==> src/apwa_pkg.sv <==
// shared constants and carrier types for the asynchronous pseudo static memory controller
package apwa_pkg;
  localparam int ADDR_W = 18;
  localparam int DATA_W = 16;
  localparam int CLK_PERIOD_NS = 100;
  // slowest grade figures, so one build serves every grade
  localparam int ADDRESS_ACCESS_TIME_NS = 70;
  localparam int OUTPUT_STROBE_ACCESS_TIME_NS = 35;
  localparam int ADDRESS_CHANGE_DATA_HOLD_NS = 10;
  localparam int SELECT_TO_WRITE_END_NS = 60;
  localparam int ADDRESS_SETUP_WRITE_END_NS = 55;
  localparam int WRITE_PULSE_NS = 45;
  localparam int DATA_SETUP_WRITE_END_NS = 25;
  localparam int CYCLE_TIME_NS = 70;
  localparam int ADDRESS_SETUP_WRITE_START_NS = 0;
  localparam int ADDRESS_HOLD_WRITE_END_NS = 0;
  // least times round up; read access is a longest time of the device, so waiting
  // for it means rounding up as well
  function automatic int ns_to_cycles(input int ns);
    int c;
    c = (ns + CLK_PERIOD_NS - 1) / CLK_PERIOD_NS;
    return (c < 1) ? 1 : c;
  endfunction
  localparam int READ_WAIT_CYCLES = ns_to_cycles(ADDRESS_ACCESS_TIME_NS);
  localparam int WRITE_LOW_CYCLES = ns_to_cycles(SELECT_TO_WRITE_END_NS);
  localparam int GAP_CYCLES = ns_to_cycles(CYCLE_TIME_NS);
  localparam int CNT_W = 4;
  localparam logic [3:0] CNT_RESET = 4'h0;

  typedef struct packed {
    logic write;
    logic [ADDR_W-1:0] addr;
    logic [DATA_W-1:0] wdata;
    logic [1:0] lane_en;
  } apwa_req_t;

  typedef struct packed {
    logic select_low_active;
    logic select_high_active;
    logic write_n;
    logic output_n;
    logic upper_lane_enable_n;
    logic lower_lane_enable_n;
  } apwa_strobe_t;

  localparam apwa_strobe_t STROBE_IDLE = '{1'b1, 1'b0, 1'b1, 1'b1, 1'b1, 1'b1};
endpackage

==> src/apwa_ctrl.sv <==
// host controller driving a 256K x 16 asynchronous pseudo static memory
`timescale 1ns/1ns
// Notes on behaviour
// - read needs selects, output low, write high
// - selects held long enough before write end
// - address stable long before write end
// - address stable no later than write start
// - address unchanged until write ends
// - write spans overlap of all strobes
module apwa_ctrl (
  // clock and reset
  input wire logic core_clk,
  input wire logic reset,
  // user request
  input wire apwa_pkg::apwa_req_t req,
  input wire logic req_valid,
  output logic req_ready,
  // user answer
  output logic [apwa_pkg::DATA_W-1:0] rdata,
  output logic rdata_valid,
  output logic write_done,
  // memory pins
  output logic [apwa_pkg::ADDR_W-1:0] mem_addr,
  output apwa_pkg::apwa_strobe_t mem_strobe,
  input wire logic [apwa_pkg::DATA_W-1:0] mem_data_in,
  output logic [apwa_pkg::DATA_W-1:0] mem_data_out,
  output logic mem_data_oe
);
  import apwa_pkg::*;

  typedef enum logic [4:0] {
    ST_IDLE = 5'b00001,
    ST_READ = 5'b00010,
    ST_WSETUP = 5'b00100,
    ST_WRITE = 5'b01000,
    ST_GAP = 5'b10000
  } apwa_state_t;

  // every phase lasts at least the slowest grade's figure, so one build serves all grades;
  // the price is a slower bus on the faster parts
  //   read:  take, two strobe cycles with data taken as they rise, two gap cycles
  //   write: take, one address setup cycle, two cycles of write strobe low, two gap cycles

  // lane pins follow the request on the cycle it is taken and the latched mask after it;
  // the result is inverted because both lane pins are active low
  function automatic logic [1:0] lane_pins(input logic from_req, input logic [1:0] req_lanes,
      input logic [1:0] held_lanes);
    logic [1:0] pick;
    pick = from_req ? req_lanes : held_lanes;
    return ~pick;
  endfunction

  apwa_state_t state;
  apwa_state_t next_state;
  logic tmr_load;
  logic [CNT_W-1:0] tmr_value;
  logic tmr_done;
  logic [1:0] lanes;

  apwa_timer #(.W(CNT_W)) u_timer (
    .core_clk(core_clk),
    .reset(reset),
    .load(tmr_load),
    .value(tmr_value),
    .done(tmr_done)
  );

  // an empty lane mask would leave the device in standby, so it is refused
  wire logic take = req_valid && req_ready && (req.lane_en != 2'b00);
  // ready is only high in idle, so this merely guards against a stray ready
  wire logic accept = take && (state == ST_IDLE);

  always_comb begin
    next_state = state;
    tmr_load = 1'b0;
    tmr_value = CNT_RESET;
    unique case (state)
      ST_IDLE: begin
        if (take) begin
          tmr_load = 1'b1;
          if (req.write) begin
            // address settles one cycle before the write strobe falls
            next_state = ST_WSETUP;
            tmr_value = CNT_RESET;
          end else begin
            next_state = ST_READ;
            tmr_value = CNT_W'(READ_WAIT_CYCLES);
          end
        end
      end
      ST_READ: begin
        if (tmr_done) begin
          next_state = ST_GAP;
          tmr_load = 1'b1;
          tmr_value = CNT_W'(GAP_CYCLES);
        end
      end
      ST_WSETUP: begin
        next_state = ST_WRITE;
        tmr_load = 1'b1;
        tmr_value = CNT_W'(WRITE_LOW_CYCLES);
      end
      ST_WRITE: begin
        if (tmr_done) begin
          next_state = ST_GAP;
          tmr_load = 1'b1;
          tmr_value = CNT_W'(GAP_CYCLES);
        end
      end
      ST_GAP: begin
        if (tmr_done) begin
          next_state = ST_IDLE;
        end
      end
      default: begin
        next_state = ST_IDLE;
      end
    endcase
  end

  always_ff @(posedge core_clk or posedge reset) begin
    if (reset) begin
      state <= ST_IDLE;
    end else begin
      state <= next_state;
    end
  end

  always_ff @(posedge core_clk or posedge reset) begin
    if (reset) begin
      req_ready <= 1'b1;
    end else begin
      req_ready <= (next_state == ST_IDLE);
    end
  end

  // address latches on acceptance and stays until the next one, past the strobes' rise
  always_ff @(posedge core_clk or posedge reset) begin
    if (reset) begin
      mem_addr <= '0;
    end else if (accept) begin
      mem_addr <= req.addr;
    end
  end

  // write data stands from the setup cycle, well ahead of the write's end
  always_ff @(posedge core_clk or posedge reset) begin
    if (reset) begin
      mem_data_out <= '0;
    end else if (accept) begin
      mem_data_out <= req.wdata;
    end
  end

  // lane mask kept for the strobes and for masking the read data
  always_ff @(posedge core_clk or posedge reset) begin
    if (reset) begin
      lanes <= 2'b00;
    end else if (accept) begin
      lanes <= req.lane_en;
    end
  end

  // strobes: read holds output low and write high; write is the overlap of all strobes
  always_ff @(posedge core_clk or posedge reset) begin
    if (reset) begin
      mem_strobe <= STROBE_IDLE;
    end else begin
      mem_strobe <= STROBE_IDLE;
      if (next_state == ST_READ) begin
        mem_strobe.select_low_active <= 1'b0;
        mem_strobe.select_high_active <= 1'b1;
        mem_strobe.output_n <= 1'b0;
        {mem_strobe.upper_lane_enable_n, mem_strobe.lower_lane_enable_n} <=
          lane_pins(state == ST_IDLE, req.lane_en, lanes);
      end else if (next_state == ST_WSETUP || next_state == ST_WRITE) begin
        mem_strobe.select_low_active <= 1'b0;
        mem_strobe.select_high_active <= 1'b1;
        mem_strobe.write_n <= (next_state != ST_WRITE);
        {mem_strobe.upper_lane_enable_n, mem_strobe.lower_lane_enable_n} <=
          lane_pins(state == ST_IDLE, req.lane_en, lanes);
      end
    end
  end

  // host drives data only while write strobe is low, when device drivers are off
  always_ff @(posedge core_clk or posedge reset) begin
    if (reset) begin
      mem_data_oe <= 1'b0;
    end else begin
      mem_data_oe <= (next_state == ST_WRITE);
    end
  end

  // data sampled at the last read cycle, well inside the device hold window
  always_ff @(posedge core_clk or posedge reset) begin
    if (reset) begin
      rdata <= '0;
      rdata_valid <= 1'b0;
    end else begin
      rdata_valid <= 1'b0;
      if (state == ST_READ && tmr_done) begin
        rdata_valid <= 1'b1;
        rdata[7:0] <= lanes[0] ? mem_data_in[7:0] : 8'h00;
        rdata[15:8] <= lanes[1] ? mem_data_in[15:8] : 8'h00;
      end
    end
  end

  always_ff @(posedge core_clk or posedge reset) begin
    if (reset) begin
      write_done <= 1'b0;
    end else begin
      write_done <= (state == ST_WRITE) && tmr_done;
    end
  end
endmodule // apwa_ctrl

==> src/apwa_timer.sv <==
// down counter that times the strobe and gap phases of each bus cycle; the write setup cycle is fixed by the controller
`timescale 1ns/1ns
module apwa_timer #(
  parameter int W = 4
) (
  // clock and reset
  input wire logic core_clk,
  input wire logic reset,
  // load and status
  input wire logic load,
  input wire logic [W-1:0] value,
  output logic done
);
  logic [W-1:0] count;

  always_ff @(posedge core_clk or posedge reset) begin
    if (reset) begin
      count <= '0;
    end else if (load) begin
      count <= value;
    end else if (count != '0) begin
      count <= count - W'(1);
    end
  end

  // done must not look at load: the controller derives load from done, which would close a loop
  assign done = (count == '0);
endmodule // apwa_timer

==> config.mk <==
export PLATFORM = sky130hd
export DESIGN_NAME = apwa_ctrl
export DESIGN_NICKNAME = d
export VERILOG_FILES = /design/src/apwa_pkg.sv /design/src/apwa_ctrl.sv /design/src/apwa_timer.sv
export SDC_FILE = /design/constraint.sdc
export NUM_CORES = 1
export LEC_CHECK = 0
export BUFFER_PORTS_ARGS = -buffer_cell sky130_fd_sc_hd__buf_2
export CAP_MARGIN = 20
export CORE_ASPECT_RATIO = 1.5
export CORE_MARGIN = 2
export CORE_UTILIZATION = 50
export DETAILED_ROUTE_END_ITERATION = 8
export PLACE_DENSITY_LB_ADDON = 0.2
export SYNTH_ARGS = -nofsm -noshare
export SYNTH_HDL_FRONTEND = slang
export SYNTH_SLANG_ARGS = --single-unit
export TNS_END_PERCENT = 30
==> constraint.sdc <==
create_clock -name core_clk -period 5 [get_ports core_clk]
set_input_delay 1 -clock core_clk [delete_from_list [all_inputs] [get_ports core_clk]]
set_output_delay 1 -clock core_clk [all_outputs]
set_load 0.01 [all_outputs]
# Word-level counts from Yosys, hierarchy flattened
# Cells that the tools add are included.
[op_classes]
addsub = 1
eq_ne = 10
muxes = 24
bitwise_logic = 1
reduce_logical = 11
[op_table]
columns = ["op", "n"]
rows = [
  ["one-hot mux 5 bit (4 select lines)", 1],
  ["two-way mux 8 bit", 2],
  ["two-way mux 5 bit", 3],
  ["== test 5 x 1 -> 1 bit (second input constant)", 2],
  ["== test 5 x 2 -> 1 bit (second input constant)", 2],
  ["== test 5 x 3 -> 1 bit (second input constant)", 2],
  ["== test 5 x 4 -> 1 bit (second input constant)", 2],
  ["two-way mux 1 bit", 8],
  ["two-way mux 2 bit", 4],
  ["two-way mux 4 bit", 2],
  ["two-way mux 3 bit", 2],
  ["one-hot mux 1 bit (3 select lines)", 2],
  ["== test 5 bit (second input constant)", 1],
  ["logical AND 1 bit", 5],
  ["!= test 5 x 4 -> 1 bit (second input constant)", 1],
  ["zero test 4 bit", 1],
  ["nonzero test 2 bit", 2],
  ["nonzero test 4 bit", 1],
  ["subtractor 4 x 1 -> 4 bit (second input constant)", 1],
  ["NOT 2 bit", 1],
  ["OR reduction 2 bit", 1],
  ["logical OR 1 bit", 1],
]
[totals]
regBits = 71
inputBits = 56
output_inout_bits = 60

# Depth between registers and ports, before layout
# Gate-level depths: netlist (run 1).
[logic_depth]
word_depth = 8
ltp_mapped = 7
depth_no_buf = 6

# By module
# A second synthesis (run 1) with hierarchy kept.
[hier_totals]
hier_cells = 239
hier_area_um2 = 3089.2
[by_module_without_submodules]
columns = ["module", "n_inst", "cells_each", "area_per_inst_um2", "seq_area_each_um2"]
rows = [
  ["apwa_ctrl", 1, 216, 2852.7, 1685.4],
  ["apwa_timer", 1, 23, 236.5, 100.1],
]

# Least setup slack after synthesis (run 1)
# Ideal clock, no wire load.
[synth_path]
path_type = "input to register"
startpoint = "input port req[1] (netlist name)"
endpoint = "register lanes[1]"
setup_ns = 0.125
arrival_time_ns = 2.099
path_slack_ns = 2.776
cell_stages = 5
n_path_buf = 2
path_cell_list = "o211a_1 nand3b_1 buf_2 buf_2 mux2_2"
[synth_between]
elab_chain_cells = 3
[synth_lines]
columns = ["element", "line", "text"]
rows = [
  ["from (decl)", "apwa_ctrl.sv:15", "input wire apwa_pkg::apwa_req_t req,"],
  ["nonzero test 2 bit", "apwa_ctrl.sv:69", "wire logic take = req_valid && req_ready && (req.lane_en != 2'b00);"],
  ["logical AND 1 bit", "apwa_ctrl.sv:69", ""],
  ["logical AND 1 bit", "apwa_ctrl.sv:71", "wire logic accept = take && (state == ST_IDLE);"],
  ["to (signal assigned)", "apwa_ctrl.sv:160", "lanes <= req.lane_en;"],
  ["to (decl)", "apwa_ctrl.sv:58", "logic [1:0] lanes;"],
]
# Parallel ways exist; a longest one is shown, timed or not.
# A chain may end at the register's enable or synchronous reset.

# Worst setup path in the final report (run 1)
[layout_path]
startpoint = "input port req[1] (netlist name)"
endpoint = "register mem_data_out[8] (netlist name)"
[layout_between]
elab_chain_cells = 3
[layout_lines]
columns = ["element", "line", "text"]
rows = [
  ["nonzero test 2 bit", "apwa_ctrl.sv:69", ""],
  ["logical AND 1 bit", "apwa_ctrl.sv:69", ""],
  ["logical AND 1 bit", "apwa_ctrl.sv:71", ""],
  ["to (signal assigned)", "apwa_ctrl.sv:151", "mem_data_out <= req.wdata;"],
  ["to (decl)", "apwa_ctrl.sv:26", "output logic [apwa_pkg::DATA_W-1:0] mem_data_out,"],
]
# Every way passes these cells.

==> results of run 1 <==
-- worst max-delay path by stage --
| stage | start | endpoint | slack [ns] | cells after the start |
|---|---|---|---|---|
| after floorplan | reset | lanes[0] | 2.22 | 1 |
| after global placement | req[1] | mem_data_out[1] | 2.19 | 5 |
| after detailed placement | req[1] | mem_data_out[4] | 2.19 | 5 |
| after CTS | u_timer.count[0] | rdata[6] | 2.19 | 6 |
| after global routing | req[1] | mem_data_out[8] | 2.43 | 5 |
| final | req[1] | mem_data_out[8] | 2.56 | 5 |
-- area by class of cell --
class,count,share of cell area [%]
sequential,71,48.7
multi-input combinational,137,26.8
timing repair buffer,118,16.5
clock buffer,12,4.51
tap,70,2.39
inverter,6,0.614
clock inverter,3,0.478
-- per-layer routing --
metal	up-vias	share of wire (%)	track usage (%)
met4	0	2.3	9.13
met1	996	38	22.2
met5	-	0	0
li1	1011	-	-
met2	91	50	33.8
met3	10	9.3	6.40
-- metrics by stage --
step | utilization [%] | std cells | total power [W]
2_1_floorplan | - | 227 | 0.00147
3_3_place_gp | 63.2 | 401 | 0.00174
3_5_place_dp | 63.2 | 401 | 0.00177
4_1_cts | 66.5 | 416 | 0.00219
5_1_grt | 66.8 | 417 | 0.00232
6_report | 66.8 | 417 | 0.00215
-- power by group through the flow --
stage	logic (W)	clock network, W	registers, W
2_1_floorplan	0.000449	0	0.00102
3_3_place_gp	0.000777	0	0.000961
3_5_place_dp	0.000799	0	0.000972
4_1_cts	0.000800	0.000422	0.000964
5_1_grt	0.000881	0.000449	0.000993
6_report	0.000786	0.000408	0.000960
-- cells by family (layout without fill, tap and decap cells) --
| logic type | Yosys count | count (layout) | share of synthesized area [%] |
|---|---|---|---|
| AND/OR/NAND/NOR | 67 | 67 | 12.1 |
| adder cells (fa/ha/maj) | 1 | 1 | 0.437 |
| buffers and inverters | 19 | 139 | 3.28 |
| AO/OA/AOI/OAI | 29 | 29 | 6.34 |
| XOR/XNOR | 2 | 2 | 0.612 |
| multiplexers | 38 | 38 | 14.9 |
| flip-flops | 71 | 71 | 62.4 |
-- flip-flops by register name (all words and copies together), names as in the netlist, 2 cells and up --
| signal | flops |
|---|---|
| u_timer.count | 4 |
| mem_addr | 18 |
| lanes | 2 |
| rdata | 16 |
| mem_strobe | 6 |
| state | 5 |
| mem_data_out | 16 |
-- critical path: cells and delay by family --
| kind | cells | cell delay [ns] |
|---|---|---|
| AO/OA/AOI/OAI | 1 | 0.24 |
| buffers and inverters | 2 | 0.54 |
| multiplexers | 1 | 0.38 |
| AND/OR/NAND/NOR | 1 | 0.49 |
-- cell usage after synthesis --
cell / number / area (µm²)
xnor2_1: 2 / 17.5
or2_2: 2 / 12.5
ha_1: 1 / 12.5
nand2_1: 32 / 120
a211oi_1: 1 / 7.51
nand3b_1: 2 / 15.0
mux2_2: 36 / 405
o22ai_1: 1 / 6.26
a2111oi_0: 1 / 8.76
buf_6: 1 / 11.3
buf_2: 3 / 15.0
o31ai_1: 1 / 7.51
nand4_1: 1 / 6.26
inv_1: 6 / 22.5
o311ai_0: 1 / 8.76
nor3_1: 4 / 20.0
and4b_1: 1 / 10.0
dfstp_2: 7 / 184
nor2_1: 5 / 18.8
nand2b_1: 2 / 12.5
nand3_1: 1 / 5.00
or4_1: 1 / 7.51
a311o_2: 1 / 11.3
mux2i_1: 2 / 20.0
a311o_1: 1 / 10.0
nor2b_1: 3 / 18.8
and2_1: 1 / 6.26
nor4_1: 2 / 12.5
or3_1: 3 / 18.8
o211a_1: 1 / 10.0
nor3b_1: 3 / 22.5
o21ai_0: 17 / 85.1
a21oi_1: 2 / 10.0
dfrtp_1: 64 / 1600
clkbuf_1: 6 / 22.5
buf_4: 3 / 22.5
nor4b_2: 1 / 15.0
o21a_1: 1 / 7.51
or3b_1: 2 / 17.5
or2_0: 1 / 6.26
a211o_1: 1 / 8.76
==> key figures, run 1 <==
Outcome
  – Status: complete, no violations

Power
  – Sw Pwr: around 0.0007 W
  – Clk pwr share: a little under a fifth
  – Leak pwr: approximately 1.8 nW
  – Maximum vdd drop: a little under 0.4 mV
  – Switching Fraction: between 30 and 40%
  – Combinational power share: between 30% and 40%
  – Int Pwr: about 0.0014 W
  – PwrDens: a little under 600 mW/mm²
  – Reg power frac: ~45%

Detailed routing
  – Vias per cell: just over 5
  – Drc violations: 0
  – Routed Antenna Nets: 0
  – DRT iter0 DRCs: 100
  – Via count: 2,108
  – Detailed-router iteration count before antenna repair: 4
  – Final wirelength: between 5 and 6 mm
  – Wire length per cell: around 14 µm

STA
  – Fin. max-slew vios: 0
  – Final worst-path setup slack: between 2 and 3 ns
  – Final Cycle Share: between 40 and 50%
  – Worst hold slack: approximately 0.48 ns
  – Worst Tran Pin Value: between 0.6 and 0.7 ns
  – Max Clk Rate: about 410 MHz
  – Worst relative slew slack: about 56%
  – Clk_skew: ~0.0051 ns
  – Setup TNS: 0 ns
  – Final min period: 2.44 ns
  – Setup repair after global routing missed its margin: no
  – Final setup fails: 0
  – Final Hold Viols: 0

Critical path
  – R2R cell count: 4
  – Worst R2R Start: state[1]
  – Crit-path max cell delay: around 0.49 ns
  – CP Data Required Time: around 5.2 ns
  – Worst path cell trace: buf_2 > o211a_1 > nand3b_1 > buf_4 > mux2_2
  – Worst r2r dst: mem_data_out[8]
  – CP Class: input pin to register
  – Critical path data arrival time: around 2.7 ns
  – Critical path fanouts, max: 25
  – Startpoint Class: input pin
  – Element type at the critical path end: register
  – R2R Setup Slk: between 2 and 3 ns
  – Critical path's slowest cell: nand3b_1

Hold path
  – Hold Crit Class: register to register
  – Hold Startpoint: rdata[0]
  – Hold Crit Endpoint: rdata[0]
  – WHS Path Cells: 2

Floorplanning
  – Die ar.: about 0.0064 mm²
  – Rows: 33
  – Initial Util: between 50% and 60%
  – Core area: between 0.005 and 0.006 mm²
  – Boundary pin count: between 100 and 150
  – Die width: between 60 and 70 µm
  – Die height: slightly below 100 µm

Yosys
  – Net Count, Synth: around 280
  – Avg Cell Area, Syn: between 10 and 15 µm²
  – Synthesized area: roughly 0.0029 mm²
  – Synthesized flop and latch total: 71
  – Cell variety after synth: between 40 and 50
  – Synth Warn #: 0
  – Syn Inst Count: 227
  – Register area share after synthesis: between 60% and 70%

Clock tree
  – CTS clk-pin slew, worst paths: ~0.06 ns
  – CTS sink cnt: 71
  – CTS buffer count: 9
  – TritonCTS clock tree: built
  – Post CTS Setup Buffer Count: 0
  – Post-CTS sizing: 0
  – Clock Tree Buf Depth: 2
  – Clock root cell: clkbuf_8
  – Worst-Skew Late Latency: 0.34 ns
  – Htree depth: 3
  – Hold_buf cts: 0

Finish
  – ANT cells: 0
  – Fillers: around 470
  – Sequential cell area: ~0.0018 mm²
  – Commonest cells after routing, fill and taps aside: buf_2, dfrtp_1, mux2_2
  – Nets: 400
  – Multi-input combinational cell area: about 1000 µm²
  – Most common cell after layout, fill and taps aside: buf_2
  – Design area: around 0.0037 mm²
  – Share of cells above drive strength 1: between 50% and 60%
  – P&R area growth vs syn: 28.1%

Placement
  – IO Port Bufs: between 100 and 150
  – Placed inst area: approximately 0.0035 mm²
  – Post-Place Worst Slack: 2.19 ns
  – DPL Wire Length: 4.30 mm
  – GP Congestion: about 0.74

Global route
  – Largest net degree at the start of global routing: 44
  – First-pass GRT wire length: ~10 mm
  – Vias in the first global route: ~2,300
  – GR Overflow Total: 0
  – Number of antenna violations at the first check in global routing: 0
  – GRT Total Usage: 19.9%

Job
  – Max_cap viols: 0
Note: power is estimated with default switching activity, not from simulation.
==> run 2, diff against run 1 <==
- CORE_UTILIZATION: 50 -> 48
- clock period: 5 -> 2.47 ns (I/O delays scaled with it)
==> run 2 against run 1 <==
  * Non-clock buffer count grew 1
  * Die area rose by 4.0%
  * Register-to-register slack worse by 2.3 ns
  * Clock skew grew 0.0022 ns
  * Core utilization shrank 3.2 points
  * Clock-buffer cell count decreased by 1
  * Critical endpoint is now mem_strobe[1]
==> key figures, run 2 (same netlist as run 1, synthesis figures left out) <==
Floorplanning
  – Core area: 0.00579 mm² (was 0.00549 mm²)
  – Rows: 34 (was 33)
  – Die width: 67.0 µm (was 65.8 µm)
  – Boundary pin count: 116 (unchanged)
  – Die height: 98.6 µm (was 96.7 µm)
  – Initial Util: 49.5% (was 52.1%)
  – Die ar.: 0.00661 mm² (was 0.00636 mm²)

Finish
  – Share of cells above drive strength 1: 52.0% (was 52.2%)
  – Post-Layout Cell Count: 420 (was 417)
  – Largest regs: mem_addr: 18 flops, mem_data_out: 16 flops, rdata: 16 flops (unchanged)
  – P&R area growth vs syn: 28.4% (was 28.1%)
  – Design area: 0.00367 mm² (about the same)
  – Biggest register: mem_addr (unchanged)
  – Commonest cells after routing, fill and taps aside: buf_2, dfrtp_1, mux2_2 (unchanged)
  – ANT cells: 0 (unchanged)
  – Nets: 401 (was 400)
  – Most common cell after layout, fill and taps aside: buf_2 (unchanged)
  – Number of flip-flops in the largest register: 18 (unchanged)

Critical path
  – R2R cell count: 6 (was 4)
  – CP Class: register to register (was input pin to register)
  – CP Buf/Inv Count: 1 (was 2)
  – R2R Setup Slk: 0.40 ns (was 2.72 ns)
  – CP Data Required Time: 2.74 ns (was 5.22 ns)
  – Critical path fanouts, max: 6 (was 25)
  – Worst R2R Start: u_timer.count[0] (was state[1])
  – Worst path cell trace: inv_1 > ha_1 > or3b_1 > or4_1 > o31ai_1 > or3_1 (was buf_2 > o211a_1 > nand3b_1 > buf_4 > mux2_2)
  – Element type at the critical path end: register (unchanged)
  – Critical path's slowest cell: or4_1 (was nand3b_1)
  – Worst r2r dst: mem_strobe[1] (was mem_data_out[8])
  – Crit-path max cell delay: 0.52 ns (was 0.49 ns)
  – Critical path data arrival time: 2.35 ns (was 2.66 ns)
  – Startpoint Class: register (was input pin)
  – CP top delay family: simple AND/OR/NAND/NOR gates (was buffers and inverters)

Detailed routing
  – Detailed-router iteration count before antenna repair: 4 (unchanged)
  – Top routing layer used: met4 (unchanged)
  – Vias per cell: 5.00 (was 5.06)
  – Routed Antenna Nets: 0 (unchanged)
  – Wire length per cell: 14.0 µm (was 13.6 µm)
  – DRT iter0 DRCs: 87 (was 100)
  – Final wirelength: 5.87 mm (was 5.66 mm)
  – Met3 routed WL: 448 µm (was 528 µm)
  – Via count: 2,099 (was 2,108)
  – Routed length on met1: 2.37 mm (was 2.17 mm)
  – Drc violations: 0 (unchanged)
  – Routed wl met2: 2.94 mm (was 2.82 mm)

Power
  – Switching Fraction: 33.9% (was 33.2%)
  – PwrDens: 1190 mW/mm² (was 588 mW/mm²)
  – Int Pwr: 0.00288 W (was 0.00144 W)
  – Leak pwr: 1.85 nW (was 1.84 nW)
  – Maximum vdd drop: 0.818 mV (was 0.389 mV)
  – Reg power frac: 44.7% (was 44.6%)
  – Clk pwr share: 17.9% (was 18.9%)
  – Sw Pwr: 0.00147 W (was 0.000716 W)
  – Combinational power share: 37.4% (was 36.5%)

STA
  – Worst relative slew slack: 62.0% (was 55.6%)
  – Final min period: 2.07 ns
  – Setup TNS: 0 ns (unchanged)
  – Final setup fails: 0 (unchanged)
  – Fin. max-slew vios: 0 (unchanged)
  – Worst hold slack: 0.217 ns (was 0.480 ns)
  – Worst Tran Pin Value: 0.569 ns (was 0.663 ns)
  – Max Clk Rate: around 480 MHz
  – Clk_skew: 0.00728 ns (was 0.00509 ns)
  – Setup repair after global routing missed its margin: no (unchanged)
  – Final Hold Viols: 0 (unchanged)
  – Final worst-path setup slack: 0.397 ns (was 2.56 ns)
  – Final Cycle Share: 83.9%

Clock tree
  – TritonCTS clock tree: built (unchanged)
  – Hold_buf cts: 0 (unchanged)
  – Post-CTS sizing: 0 (unchanged)
  – CTS sink cnt: 71 (unchanged)
  – Worst-Skew Late Latency: 0.33 ns (was 0.34 ns)
  – Clock Tree Buf Depth: 2 (unchanged)
  – Htree depth: 3 (unchanged)
  – Clock root cell: clkbuf_8 (unchanged)
  – CTS clk-pin slew, worst paths: 0.07 ns (was 0.06 ns)
  – CTS buffer count: 9 (unchanged)
  – Post CTS Setup Buffer Count: 0 (unchanged)

Global route
  – First-pass GRT wire length: 9.37 mm (was 9.76 mm)
  – Number of antenna violations at the first check in global routing: 0 (unchanged)
  – Largest net degree at the start of global routing: 46 (was 44)
  – Vias in the first global route: 2,088 (was 2,280)
  – GRT Total Usage: 18.8% (was 19.9%)
  – GR Overflow Total: 0 (unchanged)

Placement
  – Placed inst area: 0.00351 mm² (was 0.00347 mm²)
  – DPL Wire Length: 4.31 mm (was 4.30 mm)
  – IO Port Bufs: 115 (unchanged)
  – GP Congestion: 0.767 (was 0.738)
  – Post-Place Worst Slack: 0.386 ns (was 2.19 ns)
  – Placed Cells incl. Taps: 405 (was 401)

Hold path
  – Hold Crit Class: input pin to asynchronous set/reset pin (was register to register)

Job
  – Max_cap viols: 0 (unchanged)

Outcome
  – Status: complete, no violations (unchanged)
[run 2: final cells by class]
| class | count | area, µm² |
|---|---|---|
| repair buffers | 119 | 631 |
| well taps | 72 | 90.1 |
| clock inverters | 4 | 22.5 |
| clock buffers | 11 | 141 |
| multi-input cells | 137 | 982 |
| fillers | 499 | 2110 |
| inverters | 6 | 22.5 |
| flip-flops and latches | 71 | 1790 |
[run 2: worst reg2reg max path: cells and delay by family, from the launching register on]
kind,cells,cell delay [ns]
compound gates,1,0.15
fa+ha+maj,1,0.21
buf+inv,1,0.07
flops,1,0.41
simple gates,3,1.17
[run 2: how the worst max path moves through the flow]
stage | from | end | slack [ns] | depth (start not counted)
final | u_timer.count[0] | mem_strobe[1] | 0.40 | 6
after global routing | u_timer.count[0] | mem_strobe[0] | 0.25 | 6
after CTS | u_timer.count[0] | mem_strobe[1] | 0.38 | 6
after detailed placement | u_timer.count[0] | mem_strobe[5] | 0.39 | 6
after global placement | u_timer.count[0] | mem_strobe[5] | 0.48 | 6
after floorplan | reset | lanes[0] | 0.19 | 1
[run 2: stage by stage]
stage,total power [W],util [%]
2_1_floorplan,0.00298,-
3_3_place_gp,0.00355,60.7
3_5_place_dp,0.00362,60.7
4_1_cts,0.00442,63.5
5_1_grt,0.00469,63.5
6_report,0.00436,63.5
[run 2: power groups by stage]
stage	sequential [W]	clock, W	combinational [W]
floorplan	0.00207	0	0.000909
global placement	0.00194	0	0.00161
detailed placement	0.00197	0	0.00165
CTS	0.00195	0.000807	0.00166
global route	0.00201	0.000865	0.00181
finish	0.00195	0.000779	0.00163
[run 2: layer usage]
| metal | vias to the layer above | GRT usage (%) |
|---|---|---|
| met5 | - | 0 |
| li1 | 1017 | - |
| met1 | 996 | 22.3 |
| met2 | 78 | 30.6 |
| met4 | 0 | 8.48 |
| met3 | 8 | 6.28 |
